## src/ssm_pkg.sv

```systemverilog
package ssm_pkg;

    // Status register field positions
    localparam int SSM_BIT_PIN_EN = 0;
    localparam int SSM_BIT_PIN_INH = 1;
    localparam int SSM_BIT_SOFT_EN_N = 2;
    localparam int SSM_BIT_SOFT_INH_N = 3;
    localparam int SSM_BIT_PRIO = 4;
    localparam int SSM_BIT_OTW = 5;
    localparam int SSM_BIT_FAIL = 6;
    localparam int SSM_BIT_OVR = 7;

    // Reset values of the stored status bits
    localparam logic SSM_RST_OVR = 1'b0;
    localparam logic SSM_RST_FAIL = 1'b0;
    localparam logic SSM_RST_OTW = 1'b0;
    localparam logic SSM_RST_PRIO = 1'b0;
    localparam logic SSM_RST_SOFT_INH_N = 1'b0;
    localparam logic SSM_RST_SOFT_EN_N = 1'b0;
    // Pin synchronisers start at the inactive (high) level
    localparam logic [1:0] SSM_RST_PINS = 2'h3;

    // Command bytes and the all-on status write value
    localparam logic [7:0] SSM_CMD_STATUS = 8'h55;
    localparam logic [7:0] SSM_CMD_SDR = 8'h5a;
    localparam logic [7:0] SSM_STATUS_ALL_ON = 8'h18;

    // Argument byte counts (bytes after the command, checksum included)
    localparam logic [2:0] SSM_NARG_READ = 3'h0;
    localparam logic [2:0] SSM_NARG_SINGLE = 3'h2;
    localparam logic [2:0] SSM_NARG_TRIPLE = 3'h4;
    localparam logic [2:0] SSM_NARG_MAX = 3'h7;
    localparam int SSM_ARG_SLOTS = 4;

    // Response frame sizes
    localparam int SSM_RESP_MAX = 10;
    localparam logic [3:0] SSM_LEN_STATUS = 4'h3;
    localparam logic [3:0] SSM_LEN_SDR = 4'ha;
    localparam int SSM_SDR_FIELDS = 7;

    // Sensor data record field values
    localparam logic [7:0] SSM_SDR_SUPPORTED = 8'h01;
    localparam logic [7:0] SSM_SDR_UNSUPPORTED = 8'h00;
    localparam logic [7:0] SSM_EVT_THRESHOLD = 8'h01;
    localparam logic [7:0] SSM_EVT_PREDICTIVE = 8'h04;
    localparam logic [7:0] SSM_EVT_LIMIT = 8'h05;
    localparam logic [7:0] SSM_EVT_SPECIFIC = 8'h6f;

    // Fault recovery retry interval
    localparam int SSM_CLK_KHZ = 125000;
    localparam int SSM_RETRY_MS = 1000;
    localparam int SSM_RETRY_CYCLES = SSM_RETRY_MS * SSM_CLK_KHZ;

    localparam int SSM_BITS_PER_BYTE = 8;
    localparam logic [2:0] SSM_LAST_BIT = 3'h7;

    typedef enum logic [0:0] {
        SSM_PWR_RUN,
        SSM_PWR_SHUT
    } ssm_pwr_t;

    typedef enum logic [0:0] {
        SSM_TX_IDLE,
        SSM_TX_SEND
    } ssm_tx_t;

    typedef logic [0:SSM_SDR_FIELDS-1][7:0] ssm_sdr_rec_t;

endpackage

```

## src/ssm_byte_if.sv

```systemverilog
`timescale 1ns/1ps
interface ssm_byte_if;
    logic valid;
    logic first;
    logic [7:0] data;
    modport src (output valid, output first, output data);
    modport dst (input valid, input first, input data);
endinterface

```

## src/ssm_top.sv

```systemverilog
`timescale 1ns/1ps
module ssm_top
    import ssm_pkg::*;
#(
    parameter int unsigned RETRY_CYCLES = SSM_RETRY_CYCLES
) (
    input wire logic clk_i,
    input wire logic reset_n_i,
    input wire logic enable_n_i,
    input wire logic inhibit_n_i,
    input wire logic fault_i,
    input wire logic overtemp_fault_i,
    input wire logic frame_start_i,
    input wire logic frame_stop_i,
    input wire logic rx_bit_valid_i,
    input wire logic rx_bit_i,
    input wire logic tx_take_i,
    output logic tx_valid_o,
    output logic tx_bit_o,
    output logic outputs_on_o,
    output logic shutdown_o,
    output logic event_msg_o,
    output logic [7:0] status_o
);

    typedef struct packed {
        logic [1:0] pin_meta;
        logic [1:0] pin_sync;
        logic ovr;
        logic fail;
        logic otw;
        logic prio;
        logic soft_inh_n;
        logic soft_en_n;
        ssm_pwr_t pwr;
        logic ot_latch;
        logic [31:0] retry_cnt;
        logic evt;
        logic outs_on;
        logic [7:0] cmd;
        logic [2:0] nargs;
        logic [0:SSM_ARG_SLOTS-1][7:0] arg;
        logic [7:0] sum;
        ssm_tx_t tx;
        logic [0:SSM_RESP_MAX-1][7:0] resp;
        logic [3:0] resp_len;
        logic [3:0] resp_idx;
        logic [2:0] bit_idx;
        logic [7:0] tx_sh;
    } ssm_state_t;

    ssm_state_t s;
    ssm_state_t next_s;

    ssm_byte_if rx_bus ();
    ssm_sdr_rec_t sdr_rec;

    logic wr_single;
    logic wr_triple;
    logic rd_status;
    logic rd_sdr;
    logic en_act;
    logic inh_act;
    logic any_fault;
    logic [7:0] wr_data;
    logic [0:SSM_RESP_MAX-1][7:0] resp_buf;
    logic [3:0] resp_len;

    ssm_rx u_rx (
        .clk_i(clk_i),
        .reset_n_i(reset_n_i),
        .frame_start_i(frame_start_i),
        .bit_valid_i(rx_bit_valid_i),
        .bit_i(rx_bit_i),
        .byte_o(rx_bus)
    );

    ssm_sdr u_sdr (
        .sensor_i(s.arg[0]),
        .record_o(sdr_rec)
    );

    function automatic logic [7:0] status_byte(input ssm_state_t st);
        logic [7:0] b;
        b = 8'h00;
        b[SSM_BIT_OVR] = st.ovr;
        b[SSM_BIT_FAIL] = st.fail;
        b[SSM_BIT_OTW] = st.otw;
        b[SSM_BIT_PRIO] = st.prio;
        b[SSM_BIT_SOFT_INH_N] = st.soft_inh_n;
        b[SSM_BIT_SOFT_EN_N] = st.soft_en_n;
        b[SSM_BIT_PIN_INH] = st.pin_sync[1];
        b[SSM_BIT_PIN_EN] = st.pin_sync[0];
        return b;
    endfunction

    // Byte that makes the first len-1 bytes plus itself sum to zero
    function automatic logic [7:0] zero_sum(
        input logic [0:SSM_RESP_MAX-1][7:0] buf_in,
        input logic [3:0] len
    );
        logic [7:0] acc;
        acc = 8'h00;
        for (int i = 0; i < SSM_RESP_MAX; i++) begin
            if (4'(i) < len - 4'h1) begin
                acc = acc + buf_in[i];
            end
        end
        return 8'h00 - acc;
    endfunction

    // Frame decode, valid only on the stop strobe
    always_comb begin
        wr_single = (s.cmd == SSM_CMD_STATUS) && (s.nargs == SSM_NARG_SINGLE)
                    && (s.sum == 8'h00);
        wr_triple = (s.cmd == SSM_CMD_STATUS) && (s.nargs == SSM_NARG_TRIPLE)
                    && (s.sum == 8'h00) && (s.arg[0] == s.arg[1])
                    && (s.arg[1] == s.arg[2]);
        rd_status = (s.cmd == SSM_CMD_STATUS) && (s.nargs == SSM_NARG_READ);
        rd_sdr = (s.cmd == SSM_CMD_SDR) && (s.nargs == SSM_NARG_SINGLE)
                 && (s.sum == 8'h00);
        wr_data = s.arg[0];
        any_fault = fault_i || overtemp_fault_i;
        resp_buf = '0;
        resp_len = SSM_LEN_STATUS;
        if (rd_sdr) begin
            resp_len = SSM_LEN_SDR;
            resp_buf[0] = s.cmd;
            resp_buf[1] = s.arg[0];
            for (int i = 0; i < SSM_SDR_FIELDS; i++) begin
                resp_buf[i + 2] = sdr_rec[i];
            end
        end else begin
            resp_buf[0] = s.cmd;
            resp_buf[1] = status_byte(s);
        end
        resp_buf[resp_len - 4'h1] = zero_sum(resp_buf, resp_len);
    end

    always_comb begin
        next_s = s;
        next_s.evt = 1'b0;

        // Pins cross from the backplane; first flop feeds only the second
        next_s.pin_meta = {inhibit_n_i, enable_n_i};
        next_s.pin_sync = s.pin_meta;

        // Gather the incoming frame
        // Empty frame must not replay the previous command
        if (frame_start_i) begin
            next_s.cmd = 8'h00;
            next_s.nargs = 3'h0;
            next_s.sum = 8'h00;
        end
        if (rx_bus.valid) begin
            if (rx_bus.first) begin
                next_s.cmd = rx_bus.data;
                next_s.nargs = 3'h0;
                next_s.sum = rx_bus.data;
            end else begin
                if (s.nargs < 3'(SSM_ARG_SLOTS)) begin
                    next_s.arg[s.nargs[1:0]] = rx_bus.data;
                end
                if (s.nargs != SSM_NARG_MAX) begin
                    next_s.nargs = s.nargs + 3'h1;
                end
                next_s.sum = s.sum + rx_bus.data;
            end
        end

        // Status writes; bits 0 and 1 are never written
        if (frame_stop_i && (wr_single || wr_triple)) begin
            next_s.fail = wr_data[SSM_BIT_FAIL];
            next_s.otw = wr_data[SSM_BIT_OTW];
            next_s.prio = wr_data[SSM_BIT_PRIO];
            next_s.soft_inh_n = wr_data[SSM_BIT_SOFT_INH_N];
            next_s.soft_en_n = wr_data[SSM_BIT_SOFT_EN_N];
            next_s.ovr = wr_triple ? wr_data[SSM_BIT_OVR] : 1'b0;
        end

        // Hardware clears win over a same-cycle manager set
        if (fault_i) begin
            next_s.fail = 1'b0;
        end
        if (overtemp_fault_i) begin
            next_s.otw = 1'b0;
        end
        next_s.evt = any_fault;

        // Shutdown and recovery
        case (s.pwr)
            SSM_PWR_RUN: begin
                if (any_fault && !s.ovr) begin
                    next_s.pwr = SSM_PWR_SHUT;
                    next_s.ot_latch = overtemp_fault_i;
                    next_s.retry_cnt = 32'h0;
                end
            end
            SSM_PWR_SHUT: begin
                if (s.ovr) begin
                    next_s.pwr = SSM_PWR_RUN;
                    next_s.ot_latch = 1'b0;
                end else if (any_fault) begin
                    next_s.ot_latch = s.ot_latch || overtemp_fault_i;
                    next_s.retry_cnt = 32'h0;
                end else if (!s.ot_latch) begin
                    // Overtemp stays down until reset or override
                    if (s.retry_cnt == 32'(RETRY_CYCLES - 1)) begin
                        next_s.pwr = SSM_PWR_RUN;
                    end else begin
                        next_s.retry_cnt = s.retry_cnt + 32'h1;
                    end
                end
            end
            default: begin
                next_s.pwr = SSM_PWR_SHUT;
            end
        endcase

        // Output control from pins or from software
        en_act = next_s.prio ? !next_s.soft_en_n : !s.pin_sync[0];
        inh_act = next_s.prio ? !next_s.soft_inh_n : !s.pin_sync[1];
        next_s.outs_on = en_act && !inh_act && (next_s.pwr == SSM_PWR_RUN);

        // Response serialiser
        case (s.tx)
            SSM_TX_IDLE: begin
                if (frame_stop_i && (rd_status || rd_sdr)) begin
                    next_s.tx = SSM_TX_SEND;
                    next_s.resp = resp_buf;
                    next_s.resp_len = resp_len;
                    next_s.resp_idx = 4'h0;
                    next_s.bit_idx = 3'h0;
                    next_s.tx_sh = resp_buf[0];
                end
            end
            SSM_TX_SEND: begin
                if (tx_take_i) begin
                    next_s.tx_sh = {s.tx_sh[6:0], 1'b0};
                    next_s.bit_idx = s.bit_idx + 3'h1;
                    if (s.bit_idx == SSM_LAST_BIT) begin
                        if (s.resp_idx == s.resp_len - 4'h1) begin
                            next_s.tx = SSM_TX_IDLE;
                        end else begin
                            next_s.resp_idx = s.resp_idx + 4'h1;
                            next_s.tx_sh = s.resp[s.resp_idx + 4'h1];
                        end
                    end
                end
            end
            default: begin
                next_s.tx = SSM_TX_IDLE;
            end
        endcase
    end

    always_ff @(posedge clk_i or negedge reset_n_i) begin
        if (!reset_n_i) begin
            s <= '0;
            s.pin_meta <= SSM_RST_PINS;
            s.pin_sync <= SSM_RST_PINS;
            s.ovr <= SSM_RST_OVR;
            s.fail <= SSM_RST_FAIL;
            s.otw <= SSM_RST_OTW;
            s.prio <= SSM_RST_PRIO;
            s.soft_inh_n <= SSM_RST_SOFT_INH_N;
            s.soft_en_n <= SSM_RST_SOFT_EN_N;
            s.pwr <= SSM_PWR_RUN;
            s.tx <= SSM_TX_IDLE;
        end else begin
            s <= next_s;
        end
    end

    assign tx_valid_o = (s.tx == SSM_TX_SEND);
    assign tx_bit_o = s.tx_sh[7];
    assign outputs_on_o = s.outs_on;
    assign shutdown_o = (s.pwr == SSM_PWR_SHUT);
    assign event_msg_o = s.evt;
    assign status_o = status_byte(s);

endmodule

```

## src/ssm_rx.sv

```systemverilog
`timescale 1ns/1ps
module ssm_rx
    import ssm_pkg::*;
(
    input wire logic clk_i,
    input wire logic reset_n_i,
    input wire logic frame_start_i,
    input wire logic bit_valid_i,
    input wire logic bit_i,
    ssm_byte_if.src byte_o
);

    typedef struct packed {
        logic [6:0] sh;
        logic [2:0] cnt;
        logic is_first;
        logic valid;
        logic first;
        logic [7:0] data;
    } ssm_rx_state_t;

    ssm_rx_state_t s;
    ssm_rx_state_t next_s;

    always_comb begin
        next_s = s;
        next_s.valid = 1'b0;
        if (frame_start_i) begin
            next_s.cnt = 3'h0;
            next_s.is_first = 1'b1;
        end else if (bit_valid_i) begin
            next_s.sh = {s.sh[5:0], bit_i};
            if (s.cnt == SSM_LAST_BIT) begin
                next_s.data = {s.sh, bit_i};
                next_s.valid = 1'b1;
                next_s.first = s.is_first;
                next_s.is_first = 1'b0;
                next_s.cnt = 3'h0;
            end else begin
                next_s.cnt = s.cnt + 3'h1;
            end
        end
    end

    always_ff @(posedge clk_i or negedge reset_n_i) begin
        if (!reset_n_i) begin
            s <= '0;
        end else begin
            s <= next_s;
        end
    end

    assign byte_o.valid = s.valid;
    assign byte_o.first = s.first;
    assign byte_o.data = s.data;

endmodule

```

## src/ssm_sdr.sv

```systemverilog
`timescale 1ns/1ps
module ssm_sdr
    import ssm_pkg::*;
(
    input wire logic [7:0] sensor_i,
    output ssm_sdr_rec_t record_o
);

    // Fields: supported, type, event type, M, B, K1, K2 (signed bytes)
    function automatic ssm_sdr_rec_t sdr_lookup(input logic [7:0] num);
        ssm_sdr_rec_t r;
        r = '0;
        r[0] = SSM_SDR_SUPPORTED;
        r[2] = SSM_EVT_THRESHOLD;
        case (num)
            8'h02: r[1:2] = {8'hf2, SSM_EVT_PREDICTIVE};
            8'h03: r[1:2] = {8'h02, SSM_EVT_LIMIT};
            8'h04: r[1:2] = {8'hf3, SSM_EVT_SPECIFIC};
            8'h07: r[1:6] = {8'h02, 8'h01, 8'h14, 8'h5a, 8'h01, 8'hfe};
            8'h08: r[1:6] = {8'h02, 8'h01, 8'h14, 8'h5a, 8'h02, 8'hfd};
            8'h0a: r[1:6] = {8'h02, 8'h01, 8'h0a, 8'h23, 8'h02, 8'hfd};
            8'h0b: r[1:6] = {8'h02, 8'h01, 8'h0a, 8'h14, 8'h02, 8'hfd};
            8'h0c: r[1:6] = {8'h02, 8'h01, 8'h14, 8'h5a, 8'h02, 8'hfd};
            8'h0d: r[1:6] = {8'h02, 8'h01, 8'hec, 8'ha6, 8'h02, 8'hfd};
            8'h0e: r[1:6] = {8'h03, 8'h01, 8'h04, 8'h00, 8'h00, 8'hff};
            8'h0f: r[1:6] = {8'h03, 8'h01, 8'h04, 8'h00, 8'h00, 8'hff};
            8'h11: r[1:6] = {8'h03, 8'h01, 8'h14, 8'h00, 8'h00, 8'hfe};
            8'h12: r[1:6] = {8'h01, 8'h01, 8'h01, 8'h14, 8'h01, 8'h00};
            8'h13: r[1:6] = {8'h01, 8'h01, 8'h01, 8'h14, 8'h01, 8'h00};
            8'h15: r[1:6] = {8'h0b, 8'h01, 8'h32, 8'h00, 8'h00, 8'hff};
            8'h16: r[1:6] = {8'h0b, 8'h01, 8'h28, 8'h00, 8'h00, 8'hff};
            8'h18: r[1:6] = {8'h0b, 8'h01, 8'h0a, 8'h00, 8'h00, 8'hff};
            8'h19: r[1:6] = {8'h03, 8'h01, 8'h14, 8'h00, 8'h00, 8'hfe};
            8'h1a: r[1:6] = {8'h03, 8'h01, 8'h14, 8'h00, 8'h00, 8'hfd};
            8'h1b: r[1:6] = {8'h03, 8'h01, 8'h14, 8'h00, 8'h00, 8'hfd};
            8'h1c: r[1:6] = {8'h0b, 8'h01, 8'h0a, 8'h00, 8'h00, 8'hff};
            // Rails 0x09, 0x10, 0x17 and unknown numbers
            default: r = '0;
        endcase
        r[0] = (r == '0) ? SSM_SDR_UNSUPPORTED : SSM_SDR_SUPPORTED;
        return r;
    endfunction

    // Constants let the manager evaluate (M*x + B*10^K1)*10^K2 itself
    assign record_o = sdr_lookup(sensor_i);

endmodule

```

## config.mk

```make
export PLATFORM = sky130hd
export DESIGN_NAME = ssm_top
export DESIGN_NICKNAME = d
export VERILOG_FILES = /design/src/ssm_pkg.sv /design/src/ssm_byte_if.sv /design/src/ssm_top.sv /design/src/ssm_rx.sv /design/src/ssm_sdr.sv
export SDC_FILE = /design/constraint.sdc
export NUM_CORES = 1
export LEC_CHECK = 0
export BUFFER_PORTS_ARGS = -buffer_cell sky130_fd_sc_hd__buf_2
export CAP_MARGIN = 10
export CORE_UTILIZATION = 63
export DETAILED_ROUTE_END_ITERATION = 6
export MAX_ROUTING_LAYER = met4
export PLACE_DENSITY_LB_ADDON = 0.05
export SETUP_SLACK_MARGIN = 0.15
export SLEW_MARGIN = 20
export SYNTH_ARGS = -nofsm -noshare
export SYNTH_HDL_FRONTEND = slang
export SYNTH_HIERARCHICAL = 1
export SYNTH_SLANG_ARGS = --single-unit
```

## constraint.sdc

```tcl
create_clock -name clk_i -period 10.8 [get_ports clk_i]
set_clock_uncertainty 0.2 [all_clocks]
set_input_delay 1.08 -clock clk_i [delete_from_list [all_inputs] [get_ports clk_i]]
set_output_delay 1.08 -clock clk_i [all_outputs]
set_load 0.005 [all_outputs]
```

## After elaboration in Yosys (flattened, before gate mapping)

Cells that the tools add are included.

| storage, ports and cells | value |
|---|---|
| output and inout port bits | 13 |
| word-level logic and storage cells | 242 |
| flip-flop bits (word level) | 218 |
| input port bits | 11 |

| operators by class | value |
|---|---|
| add/sub/neg operators | 17 |
| reductions and logical operators | 53 |
| bitwise operators | 8 |
| multiplexer cells | 67 |
| magnitude comparators | 15 |
| eq/ne operators | 41 |

Operators with widths:

| kind | number |
|---|---|
| $pmux 32 s12 | 1 |
| $mux 32 | 6 |
| $mux 8 | 19 |
| $pmux 16 s7 | 1 |
| $mux 100 | 1 |
| $bwmux 80 | 1 |
| $eq 8x5->1 const B | 10 |
| $add 8x8->8 | 9 |
| $pmux 34 s2 | 1 |
| $eq 8x4->1 const B | 7 |
| $logic_not 56->1 | 1 |
| $mux 56 | 1 |
| $mux 51 | 1 |
| $mux 34 | 1 |
| $add 32x1->32 const B | 1 |
| $bmux 8 s4 | 1 |
| $bwmux 32 | 1 |
| $demux 8 s4 | 1 |
| $eq 32x27->1 const B | 1 |
| $pmux 15 s2 | 1 |
| $mux 11 | 2 |
| $reduce_or 21->1 | 1 |
| $demux 8 s2 | 1 |
| $eq 8x2->1 const B | 2 |
| 48 further kinds | 129 |

## Logic depth before layout (Yosys ltp)

Gate-level depths: netlist of the first run.

| logic depth | value |
|---|---|
| depth in word-level cells | 27 |
| gate-level depth with buffers | 48 |
| depth with buffers taken out | 46 |

## By module

The synthesis of the first run kept the hierarchy.

By module, submodules not included:

| module | seq. area each (um^2) | instances | area each (um^2) | cells each |
|---|---|---|---|---|
| ssm_top | 4709.5 | 1 | 12171.7 | 1251 |
| ssm_sdr | 0.0 | 1 | 1049.8 | 166 |
| ssm_rx | 525.5 | 1 | 955.9 | 63 |

## Least setup slack after synthesis of the first run

OpenSTA, ideal clock, no wires.

| path | value |
|---|---|
| path kind | reg-to-reg |
| start point | register s[101] (netlist bit) |
| end point | register s[26] (netlist bit) |
| slack | 1.965 ns |
| setup time | 0.121 ns |
| data required time | 10.479 ns |
| cell stages (with the launch flop) | 44 |
| arrival time | 8.514 ns |
| path buffers | 1 |
| period minus slack after synthesis | 8.835 ns |
| cells stage by stage | dfrtp_1 -> nor4_4 -> nand3_2 -> nor3_4 -> clkbuf_1 -> nand2_1 -> nand2_1 -> ha_1 -> inv_1 -> fa_1 -> inv_1 -> fa_1 -> nor2_1 -> nor2_1 -> inv_1 -> fa_1 -> a21oi_1 -> fa_1 -> [8 not listed] -> o21ai_0 -> nand2b_1 -> xnor2_1 -> o21ai_0 -> ha_1 -> and3_1 -> a32o_1 -> nand2b_1 -> xnor2_1 -> o21ai_0 -> ha_1 -> xnor2_1 -> mux2i_1 -> o2111ai_1 -> xnor2_1 -> xnor2_1 -> xor2_1 -> a22o_1 |

| between the ends | value |
|---|---|
| cells in the longest elaborated chain, start to end | 24 |

Ends and longest elaborated chain:

| item | RTL line | source |
|---|---|---|
| start: declaration | ssm_top.sv:52 | `ssm_state_t s;` |
| start signal: assignment | ssm_top.sv:271 | `s <= next_s;` |
| $logic_not 8->1 (*) | ssm_top.sv:121 | `&& (s.sum == 8'h00);` |
| $logic_and 1x1->1 (*) | ssm_top.sv:121 |  |
| $mux 4 | ssm_top.sv:126 | `if (rd_sdr) begin` |
| $sub 4x1->4 | ssm_top.sv:105, ssm_top.sv:137 |  |
| $lt 1x4->1 | ssm_top.sv:105 | `if (4'(i) < len - 4'h1) begin` |
| $mux 8 | ssm_top.sv:105 |  |
| $add 8x8->8 | ssm_top.sv:106 | `acc = acc + buf_in[i];` |
| $mux 8 | ssm_top.sv:105 |  |
| [8 not listed] | - |  |
| $add 8x8->8 | ssm_top.sv:106 |  |
| $mux 8 | ssm_top.sv:105 |  |
| $add 8x8->8 | ssm_top.sv:106 |  |
| $mux 8 | ssm_top.sv:105 |  |
| $add 8x8->8 | ssm_top.sv:106 |  |
| $mux 8 | ssm_top.sv:105 |  |
| $sub 1x8->8 | ssm_top.sv:109 | `return 8'h00 - acc;` |
| $bwmux 80 | ssm_top.sv:137 | `resp_buf[resp_len - 4'h1] = zero_sum(resp_buf, resp_len);` |

Every way passes the cells marked *; elsewhere a longest branch is shown, timed or not.
A chain may end at the register's enable or synchronous reset.

## Worst setup path in the final report of the first run

Ends and elaborated chain as after synthesis.

==> results of run 1 <==
-- Yosys cell counts, types with 18 or more instances --
library cell | instances | area [µm²]
dfrtp_1 | 205 | 5130
nand2_1 | 164 | 616
o21ai_0 | 104 | 521
a21oi_1 | 83 | 415
nor2_1 | 83 | 312
mux2_2 | 82 | 923
ha_1 | 80 | 1000
buf_4 | 51 | 383
and2_1 | 49 | 307
xor2_1 | 45 | 394
clkbuf_1 | 43 | 161
inv_1 | 43 | 161
xnor2_1 | 41 | 359
mux2i_1 | 36 | 360
nand2b_1 | 33 | 206
nand3_1 | 30 | 150
nor3_1 | 27 | 135
a21o_1 | 20 | 150
o22ai_1 | 18 | 113
-- final timing paths --
check                                        end  slack, ns  cells past startpoint
setup / recovery               s[26]$_DFFE_PN0P_       1.15                     40
hold / removal             status_o[0]$_DFF_PN1_       0.14                      0
setup reg to reg               s[26]$_DFFE_PN0P_       1.15                     40
hold reg to reg            status_o[0]$_DFF_PN1_       0.14                      0
max in group asynchronous              async pin       8.11                      3
min in group asynchronous     s[172]$_DFFE_PN0P_       0.33                      1
-- cells by family (layout without fill, tap and decap cells) --
| kind of cell | after synthesis | count (layout) | share of synthesized area |
|---|---|---|---|
| AO/OA/AOI/OAI | 312 | 312 | 0.133 |
| XOR/XNOR | 86 | 86 | 0.0531 |
| adder cells (fa/ha/maj) | 90 | 90 | 0.0841 |
| buffers and inverters | 150 | 130 | 0.0575 |
| flip-flops | 209 | 209 | 0.369 |
| multiplexers | 143 | 143 | 0.125 |
| other | 1 | 16 | 0.000265 |
| AND/OR/NAND/NOR | 489 | 489 | 0.178 |
-- final cells by class --
type / count / area [µm²] / share of cell area
Multi-Input combinational cell: 1136 / 8220 / 0.545
Tap cell: 280 / 350 / 0.0232
Timing Repair Buffer: 44 / 283 / 0.0187
Inverter: 43 / 161 / 0.0107
Clock inverter: 12 / 154 / 0.0102
Clock buffer: 31 / 687 / 0.0455
Sequential cell: 209 / 5240 / 0.347
-- routing by layer --
layer  share of wire  routed length, µm
met5               0                  0
met2            0.46              16000
met1            0.45              15700
met3           0.055               1890
met4           0.026                903
-- power breakdown --
group	switching (mW)	total, mW	internal, mW
registers	0.0105	0.809	0.799
logic	0.0399	0.0625	0.0226
clock network	0.333	0.854	0.520
total	0.384	1.73	1.34
==> metrics.md, run 1 <==
| Metric | Value |
|---|---|
| Outcome | complete, but fails checks |
| Violated checks | design-rule violations |
| # fillers | 1717 |
| Ys async rst share | 1.00 |
| Critical path's slowest cell | fa_1 |
| Cell leakage power | 7.28 nW |
| Worst-Skew Late Latency | 0.53 ns |
| Flops & latches, synth | 209 |
| Area post-placement | 0.0142 mm² |
| Hpwl dp | 24600 µm |
| Post-route setup TNS | 0 ns |
| Final setup viols | 0 |
| Mean Syn Cell Area | 9.58 µm² |
| RR Startpoint | s[101]$_DFFE_PN0P_ |
| Post-DR vias/cell | 6.11 |
| Non-Filler Instances | 1755 |
| HP Class | reg2reg |
| IO Port Bufs | 23 |
| CP Class | reg2reg |
| Horiz. Die Dim | 152 µm |
| Synth cell types | 82 |
| Die Y-Extent | 152 µm |
| Hold-fix buffers, CTS | 0 |
| Yosys warning count | 6 |
| Fraction of layout cells with a size suffix above 1 | 0.151 |
| Initial antenna violation count | 0 |
| Antenna cells | 0 |
| Post-synthesis cell count | 1480 |
| Sink Count | 209 |
| WL/cell | 19.6 µm |
| Overall power | 1.73 mW |
| Fin util | 0.687 |
| RSZ-0062 raised after global routing | no |
| Most frequent CP cell | fa_1 |
| Worst-Margin Slew | 1.16 ns |
| Maximum clock insertion buffer count | 3 |
| Min-delay src | next_s[193]$_DFF_PN1_ |
| Sequential-to-total area share from yosys stat | 0.369 |
| Number of synthesized flops with an enable pin | 0 |
| CTS tree | built |
| Crit path DAT | 9.87 ns |
| Routed Antenna Nets | 0 |
| Fin nets | 1558 |
| Worst-path clk slew | 0.06 ns |
| Commonest non-fill, non-tap cell in the layout | dfrtp_1 |
| Wirelength, routed | 34500 µm |
| Crit path required time | 11.02 ns |
| MaxCap Viol Count | 0 |
| Top FF cell, synth | dfrtp_1 |
| Htree depth | 1 |
| DRT Pass-1 Iters | 7 |
| Synthesized area | 0.0142 mm² |
| Worst Path Max Fanout | 23 |
| Worst vdd ir | 0.000142 V |
| Routed vias | 10700 |
| M1 GR Usage | 0.440 |
| Critical path's largest stage delay | 0.54 ns |
| Hold Vio Cnt, Final | 0 |
| Gr ovfl total | 0 |
| Tmin final | 9.65 ns |
| Largest net degree at the start of global routing | 91 |
| Worst Setup SP | s[101]$_DFFE_PN0P_ |
| Slew Limit Headroom | 0.226 |
| Placed Instances | 1712 |
| GRT busiest layer | met2 |
| CTS buffer count | 24 |
| First-pass GRT wire length | 56700 µm |
| P per Cell Area | 114 mW/mm² |
| CP Capture Type | flop |
| Initial DRC count | 809 |
| Final Cycle Share | 0.894 |
| # Post-CTS Setup Buffers | 0 |
| Area growth syn-to-layout | 6.43% |
| DRC errors left | 4 |
| Worst path top cell family by delay | adder cells |
| Post-cts sizing count | 0 |
| Vias in the first global route | 10600 |
| PnR worst setup slack | 1.15 ns |
| Core Region | 0.0220 mm² |
| M3 GR Usage | 0.0382 |
| Met2 Use GR | 0.497 |
| Die area | 0.0231 mm² |
| Post-route cell area | 0.0151 mm² |
| Starting Density | 0.646 |
| # IOs | 24 |
| Worst path bufs/invs | 7 |
| Slew Viols, Final | 0 |
| Root Buffer | clkbuf_16 |
| Startpoint types | flop |
| Highest-count cells in the layout ignoring fill and taps | 204 x dfrtp_1, 164 x nand2_1, 104 x o21ai_0, 83 x nor2_1, 83 x a21oi_1 |
| GR Util All Layers | 0.318 |
| Hold slack | 0.142 ns |
| # rows | 54 |
| Pre-CTS setup slack | 1.19 ns |
| Max Clk Rate | 0.104 GHz |
| Placer Congestion | 0.924 |
(Power assumes the default switching activity.)
==> run 2, diff against run 1 <==
==> constraint.sdc (replaced) <==
create_clock -name clk_i -period 10.8 [get_ports clk_i]
set_clock_uncertainty 0.2 [all_clocks]
set_input_delay 0.54 -clock clk_i [delete_from_list [all_inputs] [get_ports clk_i]]
set_output_delay 0.54 -clock clk_i [all_outputs]
set_load 0.005 [all_outputs]
==> metrics.md, run 2 (same netlist as run 1, synthesis figures left out) <==
| Metric | Value |
|---|---|
| Largest net degree at the start of global routing | 91 |
| WL/cell | 19.6 µm |
| Area growth syn-to-layout | 6.65% |
| IO Port Bufs | 23 |
| Crit path required time | 11.02 ns |
| Post-cts sizing count | 0 |
| Commonest non-fill, non-tap cell in the layout | dfrtp_1 |
| Hold Vio Cnt, Final | 0 |
| Routed Antenna Nets | 0 |
| Htree depth | 1 |
| Fraction of layout cells with a size suffix above 1 | 0.150 |
| Clk pwr share | 0.495 |
| Vias in the first global route | 10600 |
| Most frequent CP cell | fa_1 |
| Worst vdd ir | 0.000142 V |
| CTS buffer count | 24 |
| # IOs | 24 |
| P per Cell Area | 114 mW/mm² |
| Slew Limit Headroom | 0.245 |
| Switching pwr | 0.385 mW |
| Reg2reg setup slack | 1.15 ns |
| HP Class | in2reg |
| Hold-fix buffers, CTS | 3 |
| DRC errors left | 4 |
| Slew Viols, Final | 0 |
| Placed Instances | 1712 |
| Final setup viols | 0 |
| Critical path's largest stage delay | 0.54 ns |
| Worst-Skew Late Latency | 0.53 ns |
| Fin nets | 1561 |
| Sink Count | 209 |
| Max Clk Rate | 0.104 GHz |
| Multi-input logic area | 0.00822 mm² |
| Hpwl dp | 24600 µm |
| # rows | 54 |
| Gr ovfl total | 0 |
| Root Buffer | clkbuf_16 |
| CP Class | reg2reg |
| CTS tree | built |
| Core Region | 0.0220 mm² |
| Crit Reg-Reg Endpoint | s[26]$_DFFE_PN0P_ |
| PnR worst setup slack | 1.15 ns |
| Switching share of power | 0.223 |
| Final Cycle Share | 0.893 |
| Worst Path Max Fanout | 23 |
| First-pass GRT wire length | 56800 µm |
| Non-Filler Instances | 1758 |
| Placer Congestion | 0.924 |
| Antenna cells | 0 |
| MaxCap Viol Count | 0 |
| DRT Pass-1 Iters | 7 |
| Initial antenna violation count | 0 |
| Wirelength, routed | 34500 µm |
| Critical path's slowest cell | fa_1 |
| Worst Setup SP | s[101]$_DFFE_PN0P_ |
| Hold slack | 0.0119 ns |
| Storage cell area | 0.00524 mm² |
| Post-route setup TNS | 0 ns |
| Starting Density | 0.646 |
| Die area | 0.0231 mm² |
| Seq pwr share | 0.468 |
| Pre-CTS setup slack | 1.19 ns |
| Startpoint types | flop |
| Reg2reg path depth | 40 |
| Tmin final | 9.65 ns |
| Maximum clock insertion buffer count | 3 |
| Worst-Margin Slew | 1.13 ns |
| Die Y-Extent | 152 µm |
| RSZ-0062 raised after global routing | no |
| Horiz. Die Dim | 152 µm |
| Highest-count cells in the layout ignoring fill and taps | 204 x dfrtp_1, 164 x nand2_1, 104 x o21ai_0, 83 x nor2_1, 83 x a21oi_1 |
| Post-DR vias/cell | 6.11 |
| Cell leakage power | 7.29 nW |
| Part of the power in combinational logic | 0.037 |
| # fillers | 1714 |
| Worst-path clk slew | 0.06 ns |
| Crit path to | s[26]$_DFFE_PN0P_ |
| CP Capture Type | flop |
| GR Util All Layers | 0.319 |
| Outcome | complete, but fails checks |
| Crit path DAT | 9.87 ns |
| Initial DRC count | 746 |
| # Post-CTS Setup Buffers | 0 |
| Violated checks | design-rule violations |
| Routed vias | 10700 |
| RR Startpoint | s[101]$_DFFE_PN0P_ |
| Internal power | 1.34 mW |
-- run 2: changes by cell type in the layout (fill, tap and decap cells not counted) --
cell and delta:
dlygate4sd3_1 +3
-- run 2: area by class of cell --
cell class	instances	area share
Sequential cell	209	0.346
Tap cell	280	0.0232
Timing Repair Buffer	47	0.0207
Inverter	43	0.0107
Multi-Input combinational cell	1136	0.544
Clock buffer	31	0.0454
Clock inverter	12	0.0102
-- run 2: worst min-delay path by stage --
stage / startpoint / end / slack [ns] / cells after the start
5_1_grt: overtemp_fault_i / status_o[5]$_DFFE_PN0P_ / 0.01 / 2
3_5_place_dp: next_s[194]$_DFF_PN1_ / status_o[1]$_DFF_PN1_ / 0.15 / 0
3_3_place_gp: next_s[194]$_DFF_PN1_ / status_o[1]$_DFF_PN1_ / 0.15 / 0
6_report: fault_i / status_o[6]$_DFFE_PN0P_ / 0.01 / 2
2_1_floorplan: reset_n_i / async pin / 0.04 / 0
4_1_cts: overtemp_fault_i / status_o[5]$_DFFE_PN0P_ / 0.0006 / 2
-- run 2: critical path, delay by kind of cell, from the launching register on --
kind	cells	cell delay [ns]
AOI/OAI and AO/OA	8	1.41
xor gates and xnor gates	5	0.82
adders and majority gates	9	3.91
buffers and inverters	7	0.82
DFF	1	0.42
muxes	1	0.36
and+or+nand+nor	10	1.63
-- run 2: per-layer routing --
metal | vias up | global-route usage | wire length (µm)
met5 | - | - | 0
met4 | 0 | 0.0904 | 898
met3 | 71 | 0.0379 | 1730
met2 | 252 | 0.498 | 16100
met1 | 5288 | 0.440 | 15800
li1 | 5135 | - | -
-- run 2: through the flow --
stage | util | power, mW | instance area, µm²
after floorplan | - | 0.859 | 14200
after global placement | 0.649 | 0.884 | 14200
after detailed placement | 0.649 | 0.887 | 14200
after CTS | 0.689 | 1.74 | 15100
after global routing | 0.689 | 1.78 | 15100
final | 0.689 | 1.73 | 15100
-- run 2: power groups by stage --
stage          clock (mW)  sequential, mW  combinational [mW]
2_1_floorplan           0           0.820              0.0396
5_1_grt             0.895           0.811              0.0723
6_report            0.854           0.809              0.0635
4_1_cts             0.866           0.809              0.0645
3_5_place_dp            0           0.824              0.0631
3_3_place_gp            0           0.822              0.0614
